$ cat config.mk
export PLATFORM = sky130hd
export DESIGN_NAME = crt_host_ctrl
export DESIGN_NICKNAME = d
export VERILOG_FILES = /design/src/include/crt_host_pkg.sv /design/src/include/crt_access_if.sv /design/src/rtl/crt_bus_engine.sv /design/src/rtl/crt_host_ctrl.sv
export SDC_FILE = /design/constraint.sdc
export NUM_CORES = 1
export LEC_CHECK = 0
export ABC_AREA = 1
export BUFFER_PORTS_ARGS = -buffer_cell sky130_fd_sc_hd__buf_2
export CORE_ASPECT_RATIO = 0.7
export CORE_MARGIN = 5
export CORE_UTILIZATION = 50
export CTS_CLUSTER_SIZE = 40
export DETAILED_ROUTE_END_ITERATION = 7
export PLACE_DENSITY = 0.74
export REMOVE_ABC_BUFFERS = 1
export SLEW_MARGIN = 20
export SYNTH_ARGS = -nofsm -noshare
export SYNTH_HDL_FRONTEND = slang
export SYNTH_HIERARCHICAL = 1
export SYNTH_SLANG_ARGS = --single-unit
$ cat constraint.sdc
create_clock -name ref_clk_i -period 2.1 [get_ports ref_clk_i]
set_input_delay 0.315 -clock ref_clk_i [delete_from_list [all_inputs] [get_ports ref_clk_i]]
set_output_delay 0.315 -clock ref_clk_i [all_outputs]
set_load 0.01 [all_outputs]
$ cat src/include/crt_host_pkg.sv
package crt_host_pkg;
    // own register map, byte addresses
    localparam int ADDR_W = 8;
    localparam logic [7:0] REG_CTRL = 8'h00;
    localparam logic [7:0] REG_SCROLL = 8'h04;
    localparam logic [7:0] REG_TIMING = 8'h08;
    localparam logic [7:0] REG_STATUS = 8'h0c;
    localparam logic [7:0] REG_CMD = 8'h10;
    // device register indices
    localparam logic [4:0] IDX_TOTAL_CHARS = 5'h00;
    localparam logic [4:0] IDX_DISP_CHARS = 5'h01;
    localparam logic [4:0] IDX_TOTAL_LINES = 5'h04;
    localparam logic [4:0] IDX_DISP_LINES = 5'h06;
    localparam logic [4:0] IDX_SCAN_MODE = 5'h08;
    localparam logic [4:0] IDX_MAX_RASTER = 5'h09;
    localparam logic [4:0] IDX_CURSOR_START = 5'h0a;
    localparam logic [4:0] IDX_SMOOTH_SCROLL = 5'h1d;
    localparam logic [4:0] IDX_SYNC_CTRL = 5'h1e;
    localparam logic [4:0] IDX_SCROLL_CTRL = 5'h1f;
    // sync_interrupt_partition_control fields
    localparam int CTL_EXT_VSYNC = 7;
    localparam int CTL_VSYNC_SEL = 6;
    localparam int CTL_VIDEO_SYNC = 2;
    // scroll_interp_control_status fields
    localparam int SC_RASTER_DOUBLE = 3;
    localparam logic [7:0] SC_RSVD_MASK = 8'h07;
    localparam int ST_FIELD = 2;
    localparam int ST_VBLANK = 1;
    localparam int ST_PEN = 0;
    // own STATUS word
    localparam int OS_REFUSED = 3;
    localparam int OS_INIT_DONE = 4;
    localparam int OS_BUSY = 5;
    localparam int OS_IRQ_SEEN = 6;
    localparam int CMD_REINIT = 0;
    localparam int CMD_POLL = 1;
    localparam logic [1:0] SCAN_INTERLACE_VIDEO = 2'h3;
    localparam logic [1:0] CURSOR_MODE_OFF = 2'h1;
    localparam int CURSOR_MODE_LSB = 5;
    // programming limits, as written values
    localparam logic [7:0] MIN_TOTAL_CHARS_W = 8'h02;
    localparam logic [7:0] MIN_TOTAL_CHARS_NONINT_W = 8'h04;
    localparam logic [7:0] MAX_TOTAL_LINES_W = 8'h7f;
    localparam logic [7:0] MIN_RASTER_IV = 8'h02;
    localparam logic [7:0] MAX_RASTER_IV = 8'h1e;
    // device bus timing
    localparam int CLK_NS = 10;
    localparam int E_PERIOD_NS = 500;
    localparam int E_HIGH_NS = 220;
    localparam int E_LOW_NS = 210;
    localparam int ADDR_HOLD_NS = 10;
    localparam int E_HIGH_CYC = (E_HIGH_NS + CLK_NS - 1) / CLK_NS;
    localparam int E_LOW_MIN_CYC = (E_LOW_NS + CLK_NS - 1) / CLK_NS;
    localparam int E_PERIOD_CYC = (E_PERIOD_NS + CLK_NS - 1) / CLK_NS;
    localparam int E_LOW_CYC = (E_PERIOD_CYC - E_HIGH_CYC > E_LOW_MIN_CYC) ?
        E_PERIOD_CYC - E_HIGH_CYC : E_LOW_MIN_CYC;
    localparam int HOLD_CYC = (ADDR_HOLD_NS + CLK_NS - 1) / CLK_NS;
    localparam int CNT_W = 6;
    localparam int POLL_CYCLES_DEFAULT = 1000;
endpackage

$ cat src/include/crt_access_if.sv
`timescale 1ns/1ps
interface crt_access_if;
    logic req;
    logic rd;
    logic [4:0] idx;
    logic [7:0] wdata;
    logic busy;
    logic done;
    logic [7:0] rdata;
    modport master (output req, output rd, output idx, output wdata,
                    input busy, input done, input rdata);
    modport engine (input req, input rd, input idx, input wdata,
                    output busy, output done, output rdata);
endinterface

$ cat src/rtl/crt_bus_engine.sv
`timescale 1ns/1ps
module crt_bus_engine
    import crt_host_pkg::*;
(
    input wire logic ref_clk_i,
    input wire logic rst_i,
    crt_access_if.engine acc,
    output logic crt_cs_n_o,
    output logic crt_rs_o,
    output logic crt_rw_o,
    output logic crt_e_o,
    output logic [7:0] crt_data_o,
    output logic crt_data_oe_n_o,
    input wire logic [7:0] crt_data_i
);
    typedef enum logic [1:0] {PH_IDLE, PH_SETUP, PH_STROBE, PH_HOLD} phase_type;
    typedef struct packed {
        phase_type phase;
        logic data_phase;
        logic rd;
        logic [7:0] wdata;
        logic [CNT_W-1:0] cnt;
        logic done;
        logic [7:0] rdata;
        logic cs_n;
        logic rs;
        logic rw;
        logic e;
        logic [7:0] dout;
        logic oe_n;
    } eng_type;

    eng_type q, n;

    // each access is two E cycles: index into address register, then data
    always_comb begin
        n = q;
        n.done = 1'b0;
        unique case (q.phase)
            PH_IDLE: begin
                if (acc.req) begin
                    n.rd = acc.rd;
                    n.wdata = acc.wdata;
                    n.data_phase = 1'b0;
                    n.cs_n = 1'b0;
                    n.rs = 1'b0;
                    n.rw = 1'b0;
                    n.dout = {3'h0, acc.idx};
                    n.oe_n = 1'b0;
                    n.cnt = CNT_W'(E_LOW_CYC - 1);
                    n.phase = PH_SETUP;
                end
            end
            PH_SETUP: begin
                n.cnt = q.cnt - 1'b1;
                if (q.cnt == '0) begin
                    n.e = 1'b1;
                    n.cnt = CNT_W'(E_HIGH_CYC - 1);
                    n.phase = PH_STROBE;
                end
            end
            PH_STROBE: begin
                n.cnt = q.cnt - 1'b1;
                if (q.cnt == '0) begin
                    n.e = 1'b0;
                    // sampled at the very end of E high, data is longest settled
                    if (q.data_phase && q.rd) begin
                        n.rdata = crt_data_i;
                    end
                    n.cnt = CNT_W'(HOLD_CYC - 1);
                    n.phase = PH_HOLD;
                end
            end
            PH_HOLD: begin
                n.cnt = q.cnt - 1'b1;
                if (q.cnt == '0) begin
                    if (!q.data_phase) begin
                        n.data_phase = 1'b1;
                        n.rs = 1'b1;
                        n.rw = q.rd;
                        n.dout = q.wdata;
                        n.oe_n = q.rd;
                        n.cnt = CNT_W'(E_LOW_CYC - 1);
                        n.phase = PH_SETUP;
                    end else begin
                        n.cs_n = 1'b1;
                        n.rw = 1'b1;
                        n.oe_n = 1'b1;
                        n.done = 1'b1;
                        n.phase = PH_IDLE;
                    end
                end
            end
        endcase
    end

    always_ff @(posedge ref_clk_i) begin
        if (rst_i) begin
            q <= '{phase: PH_IDLE, cs_n: 1'b1, rw: 1'b1, oe_n: 1'b1, default: '0};
        end else begin
            q <= n;
        end
    end

    assign acc.busy = (q.phase != PH_IDLE);
    assign acc.done = q.done;
    assign acc.rdata = q.rdata;
    assign crt_cs_n_o = q.cs_n;
    assign crt_rs_o = q.rs;
    assign crt_rw_o = q.rw;
    assign crt_e_o = q.e;
    assign crt_data_o = q.dout;
    assign crt_data_oe_n_o = q.oe_n;
endmodule

$ cat src/rtl/crt_host_ctrl.sv
// Design decisions made here: the strobed register port and the address map.
`timescale 1ns/1ps
module crt_host_ctrl
    import crt_host_pkg::*;
#(
    parameter int POLL_CYCLES = POLL_CYCLES_DEFAULT
) (
    input wire logic ref_clk_i,
    input wire logic rst_i,
    input wire logic [ADDR_W-1:0] addr_i,
    input wire logic [31:0] wdata_i,
    input wire logic wr_i,
    input wire logic rd_i,
    output logic [31:0] rdata_o,
    output logic crt_cs_n_o,
    output logic crt_rs_o,
    output logic crt_rw_o,
    output logic crt_e_o,
    output logic [7:0] crt_data_o,
    output logic crt_data_oe_n_o,
    input wire logic [7:0] crt_data_i,
    input wire logic horizontal_sync_pin_i,
    input wire logic display_timing_out_i,
    input wire logic cursor_display_out_i,
    output logic char_clk_hold_o
);
    localparam int POLL_W = $clog2(POLL_CYCLES + 1);

    typedef enum logic [1:0] {K_CTRL, K_SCROLL, K_TIMING, K_POLL} kind_type;
    typedef struct packed {
        logic [7:0] ctrl;
        logic [7:0] scroll;
        logic [4:0] t_idx;
        logic [7:0] t_val;
        logic pend_ctrl;
        logic pend_scroll;
        logic pend_timing;
        logic pend_poll;
        logic [7:0] total_chars;
        logic [7:0] total_lines;
        logic [1:0] scan_mode;
        logic [4:0] max_raster;
        logic cursor_off;
        logic field;
        logic vblank;
        logic pen;
        logic refused;
        logic init_done;
        logic irq_seen;
        logic req;
        logic rd;
        logic [4:0] idx;
        logic [7:0] wdata;
        logic in_flight;
        kind_type kind;
        logic [POLL_W-1:0] poll_cnt;
        logic [31:0] rd_data;
    } host_type;

    host_type q, n;
    crt_access_if acc ();

    logic tv_mode;
    logic ctrl_ok;
    logic scroll_ok;
    logic timing_ok;
    logic [4:0] w_idx;
    logic [7:0] w_val;
    logic irq_now;
    logic busy;

    // checks a raw device write against the programming limits
    function automatic logic timing_legal(input logic [4:0] idx, input logic [7:0] val,
                                          input host_type s, input logic tv);
        logic nonint;
        logic video;
        nonint = (s.scan_mode[0] == 1'b0) || tv;
        video = (s.scan_mode == SCAN_INTERLACE_VIDEO) && !tv;
        timing_legal = 1'b1;
        unique case (idx)
            IDX_TOTAL_CHARS: timing_legal = nonint ? (val >= MIN_TOTAL_CHARS_NONINT_W)
                                                   : (val >= MIN_TOTAL_CHARS_W);
            IDX_DISP_CHARS: timing_legal = (val != 8'h00) && (val <= s.total_chars);
            IDX_TOTAL_LINES: timing_legal = (val <= MAX_TOTAL_LINES_W);
            IDX_DISP_LINES: timing_legal = (val != 8'h00) && (val <= s.total_lines);
            IDX_MAX_RASTER: timing_legal = !video ||
                ((val >= MIN_RASTER_IV) && (val <= MAX_RASTER_IV));
            IDX_SMOOTH_SCROLL: timing_legal = (val < {3'h0, s.max_raster});
            IDX_SYNC_CTRL, IDX_SCROLL_CTRL: timing_legal = 1'b0;
            default: timing_legal = 1'b1;
        endcase
    endfunction

    assign tv_mode = q.ctrl[CTL_EXT_VSYNC] && q.ctrl[CTL_VIDEO_SYNC];
    assign w_idx = wdata_i[12:8];
    assign w_val = wdata_i[7:0];
    // codes 001 and 011 are never sent; doubling refused beside ext sync
    assign ctrl_ok = (wdata_i[CTL_EXT_VSYNC] || !wdata_i[CTL_VIDEO_SYNC]) &&
                     !(wdata_i[CTL_EXT_VSYNC] && q.scroll[SC_RASTER_DOUBLE]);
    assign scroll_ok = !(wdata_i[SC_RASTER_DOUBLE] &&
                         (q.ctrl[CTL_EXT_VSYNC] ||
                          q.scan_mode == SCAN_INTERLACE_VIDEO));
    assign timing_ok = !q.pend_timing && timing_legal(w_idx, w_val, q, tv_mode);
    // with the cursor off the cursor pin is the irq, valid only while blanked
    assign irq_now = q.cursor_off && !display_timing_out_i && cursor_display_out_i;
    assign busy = q.pend_ctrl || q.pend_scroll || q.pend_timing || q.pend_poll ||
                  q.in_flight;

    always_comb begin
        n = q;
        n.req = 1'b0;
        n.rd_data = '0;

        // issued before write decode so a same-cycle write re-arms its flag
        if (!q.in_flight && !acc.busy) begin
            if (q.pend_ctrl) begin
                n.pend_ctrl = 1'b0;
                n.kind = K_CTRL;
                n.idx = IDX_SYNC_CTRL;
                n.wdata = q.ctrl;
                n.rd = 1'b0;
                n.req = 1'b1;
                n.in_flight = 1'b1;
            end else if (q.pend_scroll) begin
                n.pend_scroll = 1'b0;
                n.kind = K_SCROLL;
                n.idx = IDX_SCROLL_CTRL;
                n.wdata = q.scroll & ~SC_RSVD_MASK;
                n.rd = 1'b0;
                n.req = 1'b1;
                n.in_flight = 1'b1;
            end else if (q.pend_timing) begin
                n.pend_timing = 1'b0;
                n.kind = K_TIMING;
                n.idx = q.t_idx;
                n.wdata = q.t_val;
                n.rd = 1'b0;
                n.req = 1'b1;
                n.in_flight = 1'b1;
            end else if (q.pend_poll) begin
                n.pend_poll = 1'b0;
                n.kind = K_POLL;
                n.idx = IDX_SCROLL_CTRL;
                n.wdata = 8'h00;
                n.rd = 1'b1;
                n.req = 1'b1;
                n.in_flight = 1'b1;
            end
        end

        if (wr_i) begin
            case (addr_i)
                REG_CTRL: begin
                    if (ctrl_ok) begin
                        n.ctrl = wdata_i[7:0];
                        n.pend_ctrl = 1'b1;
                    end else begin
                        n.refused = 1'b1;
                    end
                end
                REG_SCROLL: begin
                    if (scroll_ok) begin
                        n.scroll = wdata_i[7:0] & ~SC_RSVD_MASK;
                        n.pend_scroll = 1'b1;
                    end else begin
                        n.refused = 1'b1;
                    end
                end
                REG_TIMING: begin
                    if (timing_ok) begin
                        n.t_idx = w_idx;
                        n.t_val = w_val;
                        n.pend_timing = 1'b1;
                    end else begin
                        n.refused = 1'b1;
                    end
                end
                REG_CMD: begin
                    if (wdata_i[CMD_REINIT]) begin
                        n.pend_ctrl = 1'b1;
                        n.pend_scroll = 1'b1;
                        n.init_done = 1'b0;
                    end
                    if (wdata_i[CMD_POLL]) begin
                        n.pend_poll = 1'b1;
                    end
                end
                default: ;
            endcase
        end

        if (rd_i) begin
            case (addr_i)
                REG_CTRL: n.rd_data = {24'h0, q.ctrl};
                REG_SCROLL: n.rd_data = {24'h0, q.scroll[7:3], q.field, q.vblank, q.pen};
                REG_TIMING: n.rd_data = {19'h0, q.t_idx, q.t_val};
                REG_STATUS: begin
                    n.rd_data = {25'h0, q.irq_seen, busy, q.init_done, q.refused,
                                 q.field, q.vblank, q.pen};
                    // read-to-clear, any set below still wins
                    n.pen = 1'b0;
                    n.refused = 1'b0;
                    n.irq_seen = 1'b0;
                end
                default: n.rd_data = '0;
            endcase
        end

        if (irq_now) begin
            n.irq_seen = 1'b1;
        end

        // periodic status poll; each device read clears its pen flag
        if (q.poll_cnt == '0) begin
            n.poll_cnt = POLL_W'(POLL_CYCLES - 1);
            n.pend_poll = 1'b1;
        end else begin
            n.poll_cnt = q.poll_cnt - 1'b1;
        end

        if (acc.done) begin
            n.in_flight = 1'b0;
            unique case (q.kind)
                K_CTRL: ;
                K_SCROLL: n.init_done = !n.pend_ctrl && !n.pend_scroll;
                K_TIMING: begin
                    unique case (q.t_idx)
                        IDX_TOTAL_CHARS: n.total_chars = q.t_val;
                        IDX_TOTAL_LINES: n.total_lines = q.t_val;
                        IDX_SCAN_MODE: n.scan_mode = q.t_val[1:0];
                        IDX_MAX_RASTER: n.max_raster = q.t_val[4:0];
                        IDX_CURSOR_START: n.cursor_off =
                            (q.t_val[CURSOR_MODE_LSB +: 2] == CURSOR_MODE_OFF);
                        default: ;
                    endcase
                end
                K_POLL: begin
                    n.vblank = acc.rdata[ST_VBLANK];
                    if (acc.rdata[ST_PEN]) begin
                        n.pen = 1'b1;
                    end
                    // field bit only trusted on the first poll inside blanking
                    if (acc.rdata[ST_VBLANK] && !q.vblank) begin
                        n.field = acc.rdata[ST_FIELD];
                    end
                end
            endcase
        end

    end

    always_ff @(posedge ref_clk_i) begin
        if (rst_i) begin
            // both control registers are rewritten straight after reset
            q <= '{pend_ctrl: 1'b1, pend_scroll: 1'b1, kind: K_CTRL,
                   default: '0};
        end else begin
            q <= n;
        end
    end

    assign acc.req = q.req;
    assign acc.rd = q.rd;
    assign acc.idx = q.idx;
    assign acc.wdata = q.wdata;
    assign rdata_o = q.rd_data;
    // combinational so the clock stops in the same cycle hsync rises
    assign char_clk_hold_o = tv_mode && horizontal_sync_pin_i;

    crt_bus_engine u_engine (
        .ref_clk_i(ref_clk_i),
        .rst_i(rst_i),
        .acc(acc),
        .crt_cs_n_o(crt_cs_n_o),
        .crt_rs_o(crt_rs_o),
        .crt_rw_o(crt_rw_o),
        .crt_e_o(crt_e_o),
        .crt_data_o(crt_data_o),
        .crt_data_oe_n_o(crt_data_oe_n_o),
        .crt_data_i(crt_data_i)
    );
endmodule

; ---- After elaboration in Yosys (flattened, before gate mapping)
; Index checks and enable logic that the tools add are counted.
[word_totals]
output_inout_bits = 46
regBits = 155
wordCells = 224
[classes]
addsub = 2
n_reduce_logical = 73
magnitude_cmp = 7
bitwise = 6
n_mux = 66
eq_ne = 29
[op_table]
columns = operator, n
row1 = two-way mux 18 bit, 5
row2 = case mux 13 bit (4 select lines), 1
row3 = AND reduction 3 bit, 12
row4 = two-way mux 1 bit, 29
row5 = case mux 6 bit (4 select lines), 1
row6 = equality test 5 x 4 -> 1 bit (second input constant), 4
row7 = two-way mux 6 bit, 3
row8 = two-way mux 9 bit, 2
row9 = case mux 9 bit (2 select lines), 1
row10 = equality test 8 x 4 -> 1 bit (second input constant), 2
row11 = <= comparator 8 bit, 2
row12 = logical AND 1 bit, 16
row13 = equality test 5 x 3 -> 1 bit (second input constant), 3
row14 = equality test 5 bit (second input constant), 3
row15 = two-way mux 2 bit, 7
row16 = two-way mux 3 bit, 4
row17 = AND reduction 4 bit, 3
row18 = zero test 1 bit, 11
row19 = equality test 2 bit (second input constant), 5
row20 = zero test 10 bit, 1
row21 = zero test 5 bit, 2
row22 = two-way mux 10 bit, 1
row23 = nonzero test 2 bit, 5
row24 = OR reduction 2 bit, 5
row25 = 30 further kinds, 55

; ---- Depth between registers and ports, before layout
; Gate-level depths: netlist of the first run.
[depth]
word_depth = 15
mapped_depth = 17

; ---- By module
; The synthesis of the first run kept the hierarchy.
[by_module_without_submodules]
columns = mod, cells_each, area_each_um2, seq_area_each_um2, n_inst
row1 = crt_host_ctrl, 719, 5138.7, 2021.9, 1
row2 = crt_bus_engine, 269, 1959.4, 780.7, 1

; ---- Worst setup path before layout of the first run
; Ideal clock, no wire load.
[synth_timing]
path_type = register to register
startpoint = register q[81] in the netlist's numbering
endpoint = register q[101] in the netlist's numbering
path_buffers = 1
t_arrival_ps = 1551
path_stages_with_launch = 15
slack_ps = 437
cell_sequence = dfxtp_1 inv_1 ha_1 nand2_1 nor2_1 nand4_1 nand2_1 inv_1 nand2_1 nand3_1 nand3_2 nand3_4 buf_6 nor2_1 nor2_1
[synth_between]
elab_chain_cells = 5
[synth_rtl]
columns = element, line_no
row1 = from (decl), crt_host_ctrl.sv:60  ; host_type q, n;
row2 = from (signal assigned), crt_host_ctrl.sv:255  ; q <= '{pend_ctrl: 1'b1, pend_scroll: 1'b1, kind: K_CTRL,
row3 = from (signal assigned), crt_host_ctrl.sv:258  ; q <= n;
row4 = <= comparator 8 bit, crt_host_ctrl.sv:85  ; IDX_DISP_LINES: timing_legal = (val != 8'h00) && (val <= s.total_lines);
row5 = logical AND 1 bit, crt_host_ctrl.sv:85
row6 = case mux 1 bit (7 select lines), crt_host_ctrl.sv:80  ; unique case (idx)
row7 = logical AND 1 bit, crt_host_ctrl.sv:103  ; assign timing_ok = !q.pend_timing && timing_legal(w_idx, w_val, q, tv_mode);
row8 = AND reduction 3 bit (no line), n/a
; Every way passes these cells.
; A chain may end at the register's enable or synchronous reset.

; ---- Worst setup path in the final report of the first run
[layout_timing]
startpoint = register q[87] in the netlist's numbering
endpoint = register q[105] in the netlist's numbering
[layout_between]
elab_chain_cells = 5
[layout_rtl]
columns = element, line_no
row1 = <= comparator 8 bit, crt_host_ctrl.sv:83  ; IDX_DISP_CHARS: timing_legal = (val != 8'h00) && (val <= s.total_chars);
row2 = logical AND 1 bit, crt_host_ctrl.sv:83
row3 = case mux 1 bit (7 select lines), crt_host_ctrl.sv:80
row4 = logical AND 1 bit, crt_host_ctrl.sv:103
row5 = AND reduction 3 bit (no line), n/a
; Every way passes these cells.

==> impl_metrics.env, run 1 <==
export IMPL_synthesis_area_um2=6900
export IMPL_clk_pin_slew_worst_paths_ns=0.06
export IMPL_finalPower_uw=8640
export IMPL_antenna_found_initial=0
export IMPL_hold_viol=0
export IMPL_grt_pass1_wl_um=29200
export IMPL_final_seq_area_um2=2700
export IMPL_setup_violations=0
export IMPL_yosysWarningCount=6
export IMPL_min_period_ns=1.93
export IMPL_track_usage_pct=22.6
export IMPL_layout_drive_gt1_share_pct=15.3
export IMPL_finalCritPeriodShare_pct=92.0
export IMPL_crit_arrival_ns=2.24
export IMPL_critPathCaptureType="flip-flop"
export IMPL_tightest_slew_ns=0.551
export IMPL_use_met3_pct=5.82
export IMPL_multi_input_area_um2=3300
export IMPL_area_delta_synth_final_pct=14.4
export IMPL_fin_skew_ns=0.00903
export IMPL_p_leak_uw=0.00355
export IMPL_first_iter_violations=638
export IMPL_seq_power_share_pct=36.9
export IMPL_wl_per_cell_um=14.6
export IMPL_die_x_um=150
export IMPL_max_stage_delay_ns=0.32
export IMPL_swShare_pct=34.0
export IMPL_diodes=0
export IMPL_outcome="completed"
export IMPL_port_buffers=57
export IMPL_start_util_pct=51.6
export IMPL_dp_hpwl_um=13200
export IMPL_rows=35
export IMPL_grt_pass1_vias=5826
export IMPL_critPathLaunchType="flip-flop"
export IMPL_chipHeight_um=108
export IMPL_wl_um=17700
export IMPL_p_int_uw=5710
export IMPL_layout_nets=1098
export IMPL_die_area_um2=16300
export IMPL_whs_ns=0.184
export IMPL_fillCellCount=1279
export IMPL_critical_path_max_fanout=17
export IMPL_cts_setup_buffers=0
export IMPL_clockBufferDepth=2
export IMPL_net_switching_power_uw=2930
export IMPL_numCtsBuffers=17
export IMPL_worstSetupPathType="flip-flop to flip-flop"
export IMPL_synth_avg_cell_area_um2=7.16
export IMPL_ant_nets=0
export IMPL_met1_usage_pct=34.0
export IMPL_vias=6278
export IMPL_grt_max_degree=49
export IMPL_globalRouteMet2Util_pct=32.0
export IMPL_combPwrFrac_pct=26.4
export IMPL_slew_viol_final=0
export IMPL_insertion_delay_ns=0.42
export IMPL_drc=0
export IMPL_maxCapViolations=0
export IMPL_required_ns=2.40
export IMPL_core_area_um2=13400
export IMPL_dr_pass1_iters=5
export IMPL_synth_cells=963
export IMPL_p_per_area_nw_per_um2=1090
export IMPL_cp_slowest_cell="dfxtp_1"
export IMPL_routabilityCongestion=0.947
export IMPL_avgViaCountPerCell=5.17
export IMPL_hold_path_class="input pin to flip-flop"
export IMPL_grt_remaining_overflow=0
export IMPL_crit_path_frequent_cell="nor2_1"
export IMPL_rsz0062_at_grt="yes"
export IMPL_io_pins=101
export IMPL_peakVddDrop_mv=0.593
export IMPL_pwr_share_clk_pct=36.7
export IMPL_worstPathCellList="inv_1 > ha_1 > a21oi_1 > nor2_1 > nor2_1 > nand2_1 > nand2_1 > nand3_1 > nand3_2 > nand3_4 > buf_12 > nor2_1 > nor2_2"
export IMPL_max_slew_margin_rel_pct=62.9
export IMPL_timing_fmax_mhz=518
export IMPL_cts_sinks=135
export IMPL_cts_tree="done"
export IMPL_top_usage_layer="met1"
export IMPL_h_tree_depth=4
export IMPL_root_buffer="clkbuf_16"
==> timing repair <==
| item | in CTS | in global routing |
|---|---|---|
| resized for setup | 0 | 5 |
| hold buffers | 0 | 0 |
| endpoints found under the setup margin | 0 | 12 |
==> layout make-up <==
type	instances	area share (%)
clock inverters	15	2.55
well taps	185	2.93
inverters	134	6.37
clock buffers	17	5.39
flip-flops and latches	135	34.2
repair buffers	88	6.72
multi-input cells	640	41.8
==> per-layer routing <==
metal	wire length [um]	vias up	share of wire (%)
li1	-	3160	-
met1	8660	2856	49
met2	7070	248	40
met3	1760	14	9.9
met4	180	0	1.0
met5	0	-	0
==> power by group through the flow <==
| stage | registers [uW] | clock network (uW) | logic [uW] |
|---|---|---|---|
| 6_report | 3190 | 3170 | 2280 |
| 5_1_grt | 3230 | 3340 | 2560 |
| 4_1_cts | 3180 | 3200 | 2240 |
| 3_5_place_dp | 3230 | 0 | 2210 |
| 3_3_place_gp | 3220 | 0 | 2170 |
| 2_1_floorplan | 3210 | 0 | 1540 |
==> worst max-delay path: cells and delay by family, from the launching register on <==
family / cells / cell delay (ns)
buf+inv: 2 / 0.21
simple gates: 9 / 0.84
fa+ha+maj: 1 / 0.28
compound gates: 1 / 0.16
flops: 1 / 0.32
==> registers in the layout (all words and copies together), names as in the netlist <==
signal,cells
acc.idx,5
acc.rd,1
acc.req,1
acc.wdata,8
q,73
rdata_o,13
u_engine/acc.done,1
u_engine/acc.rdata,3
u_engine/crt_cs_n_o,1
u_engine/crt_data_o,8
u_engine/crt_e_o,1
u_engine/crt_rs_o,1
u_engine/crt_rw_o,1
u_engine/q,18
==> cells in the final DEF (no fill, tap or decap), types with 6 or more instances in the layout <==
cell,instances
o21ai_0,85
buf_2,57
inv_1,129
ha_1,26
nor3_1,18
nor2_1,126
o22ai_1,7
buf_4,30
dfxtp_1,135
a21oi_1,101
nor2_4,6
nand4_1,8
nand2_1,151
nand3_1,37
nor2_2,10
clkbuf_16,17
conb_1,19
==> final timing paths <==
kind / startpoint / to / slack, ns / depth (start not counted)
setup / recovery: q[87]$_SDFFE_PP0P_ / q[105]$_SDFFE_PP0P_ / 0.17 / 13
setup reg to reg: q[87]$_SDFFE_PP0P_ / q[105]$_SDFFE_PP0P_ / 0.17 / 13
hold / removal: crt_data_i[1] / u_engine/acc.rdata[1]$_SDFFE_PP0P_ / 0.18 / 3
hold reg to reg: u_engine/acc.done$_SDFF_PP0_ / q[44]$_SDFFE_PP0P_ / 0.45 / 1
==> metrics by stage <==
step                worst slack (ns)  area, um^2  utilization (%)  setup TNS, ns  std cells
detailed placement            0.0835        7250             54.3              0       1182
floorplan                      0.104        6490                -              0        909
global route                -0.00982        7890             59.1       -0.00982       1214
global placement               0.101        7250             54.3              0       1182
CTS                            0.135        7880             59.0              0       1214
finish                         0.169        7890             59.1              0       1214
No activity file was read; power rests on OpenSTA's default activity.
==> run 2: changes to the inputs <==
- PLACE_DENSITY: 0.74 -> 0.77
==> run 2 against run 1 <==
Compared with the run above:
- via count increased by 2.0%
- combinational power about the same
- global-route usage decreased by 0.53 points
- clock power decreased by 5%
- die area unchanged
- power decreased by 1.9%
- clock skew increased by 0.0011 ns
- largest power group unchanged
- hold slack got worse by 0.025 ns
- cell count unchanged
==> impl_metrics.env, run 2 (synthesized netlist as in run 1, its figures left out) <==
export IMPL_tightest_slew_ns=0.705
export IMPL_finalCritPeriodShare_pct=92.3
export IMPL_final_common_cell="nand2_1"
export IMPL_setup_slack_ns=0.162
export IMPL_io_pins=101
export IMPL_wl_um=18200
export IMPL_dr_wl_met3_um=1810
export IMPL_hold_end="u_engine/acc.rdata[0]$_SDFFE_PP0P_"
export IMPL_largest_reg_flops=73
export IMPL_port_buffers=57
export IMPL_pre_cts_ws_ns=-0.0222
export IMPL_largest_register="q"
export IMPL_dr_pass1_iters=5
export IMPL_setup_violations=0
export IMPL_outcome="completed"
export IMPL_fin_skew_ns=0.0101
export IMPL_grt_pass1_wl_um=28500
export IMPL_start_util_pct=51.6
export IMPL_first_iter_violations=693
export IMPL_worstSetupPathType="flip-flop to flip-flop"
export IMPL_post_cts_resized=0
export IMPL_timing_fmax_mhz=516
export IMPL_hold_path_class="input pin to flip-flop"
export IMPL_min_period_ns=1.94
export IMPL_r2r_start="q[81]$_SDFFE_PP0P_"
export IMPL_layout_drive_gt1_share_pct=15.0
export IMPL_critPathCaptureType="flip-flop"
export IMPL_topRoutingLayerUsed="met4"
export IMPL_p_per_area_nw_per_um2=1070
export IMPL_whs_ns=0.159
export IMPL_grt_pass1_vias=5694
export IMPL_holdPathStages=3
export IMPL_worstRegToRegCells=13
export IMPL_grt_max_degree=41
export IMPL_wl_met1_um=8780
export IMPL_core_area_um2=13400
export IMPL_cts_sinks=135
export IMPL_peakVddDrop_mv=0.617
export IMPL_track_usage_pct=22.1
export IMPL_wl_per_cell_um=15.0
export IMPL_chipHeight_um=108
export IMPL_h_tree_depth=4
export IMPL_cts_tree="done"
export IMPL_place_area_um2=7240
export IMPL_dp_hpwl_um=13000
export IMPL_cts_setup_buffers=0
export IMPL_max_slew_margin_rel_pct=52.6
export IMPL_clk_pin_slew_worst_paths_ns=0.06
export IMPL_wl_met2_um=7410
export IMPL_p_leak_uw=0.00352
export IMPL_routabilityCongestion=0.959
export IMPL_vias=6403
export IMPL_grt_remaining_overflow=0
export IMPL_insertion_delay_ns=0.41
export IMPL_r2r_end="q[94]$_SDFFE_PP0P_"
export IMPL_drc=0
export IMPL_maxCapViolations=0
export IMPL_antenna_found_initial=0
export IMPL_diodes=0
export IMPL_area_delta_synth_final_pct=14.6
export IMPL_clockBufferDepth=2
export IMPL_regToRegSetupSlack_ns=0.16
export IMPL_critPathLaunchType="flip-flop"
export IMPL_die_area_um2=16300
export IMPL_required_ns=2.40
export IMPL_hold_start="crt_data_i[0]"
export IMPL_most_common_layout_cells="nand2_1, dfxtp_1, inv_1"
export IMPL_finalPower_uw=8480
export IMPL_ant_nets=0
export IMPL_layout_nets=1099
export IMPL_crit_arrival_ns=2.24
export IMPL_postLayoutCellArea_um2=7910
export IMPL_numCtsBuffers=17
export IMPL_rows=35
export IMPL_critical_path_max_fanout=7
export IMPL_die_x_um=150
export IMPL_postCtsHoldBufs=0
export IMPL_slew_viol_final=0
export IMPL_hold_viol=0
export IMPL_avgViaCountPerCell=5.27
export IMPL_root_buffer="clkbuf_16"
-- run 2: worst max path at each step --
stage | start | to | slack (ns)
2_1_floorplan | rst_i | rdata_o[0]$_SDFF_PP0_ | 0.10
3_5_place_dp | wdata_i[6] | q[106]$_SDFFE_PP0P_ | -0.02
5_1_grt | q[89]$_SDFFE_PP0P_ | q[100]$_SDFFE_PP0P_ | -0.03
6_report | q[81]$_SDFFE_PP0P_ | q[94]$_SDFFE_PP0P_ | 0.16
3_3_place_gp | wdata_i[7] | q[106]$_SDFFE_PP0P_ | 0.03
4_1_cts | q[89]$_SDFFE_PP0P_ | q[99]$_SDFFE_PP0P_ | 0.04
-- run 2: per-layer routing --
metal  global-route usage [%]  vias up
li1                         -     3187
met1                     33.1     2899
met2                     31.3      296
met3                     5.74       21
met4                     5.55        0
met5                        0        -
-- run 2: report_power, final --
part | switching [uW] | leakage (uW) | total, uW | internal [uW]
clock | 1100 | 0.000278 | 3000 | 1900
sequential | 253 | 0.00110 | 3180 | 2930
combinational | 1500 | 0.00215 | 2300 | 794
-- run 2: cell type report --
cell class / count / area [um^2]
flip-flops and latches: 135 / 2700
repair buffers: 86 / 515
clock inverters: 6 / 90.1
multi-input cells: 643 / 3360
well taps: 185 / 231
fillers: 1183 / 5450
clock buffers: 25 / 505
inverters: 134 / 503
-- run 2: worst max-delay path: stages, from the launching register on --
cell,delay [ns]
dfxtp_1,0.32
inv_1,0.04
ha_1,0.29
nand2_1,0.08
nor2_2,0.16
nand4_1,0.10
nand2_1,0.07
inv_1,0.03
nand2_1,0.06
nand3_1,0.11
nand3_4,0.16
nand3_4,0.17
nor2_1,0.17
nor2_1,0.07
-- run 2: per-stage QoR --
| stage | setup TNS, ns | std cells | util, % |
|---|---|---|---|
| after detailed placement | -0.0975 | 1180 | 54.2 |
| after CTS | 0 | 1211 | 58.7 |
| after global placement | 0 | 1180 | 54.2 |
| after global routing | -0.0277 | 1214 | 59.2 |
| after floorplan | 0 | 909 | - |
| final | 0 | 1214 | 59.2 |
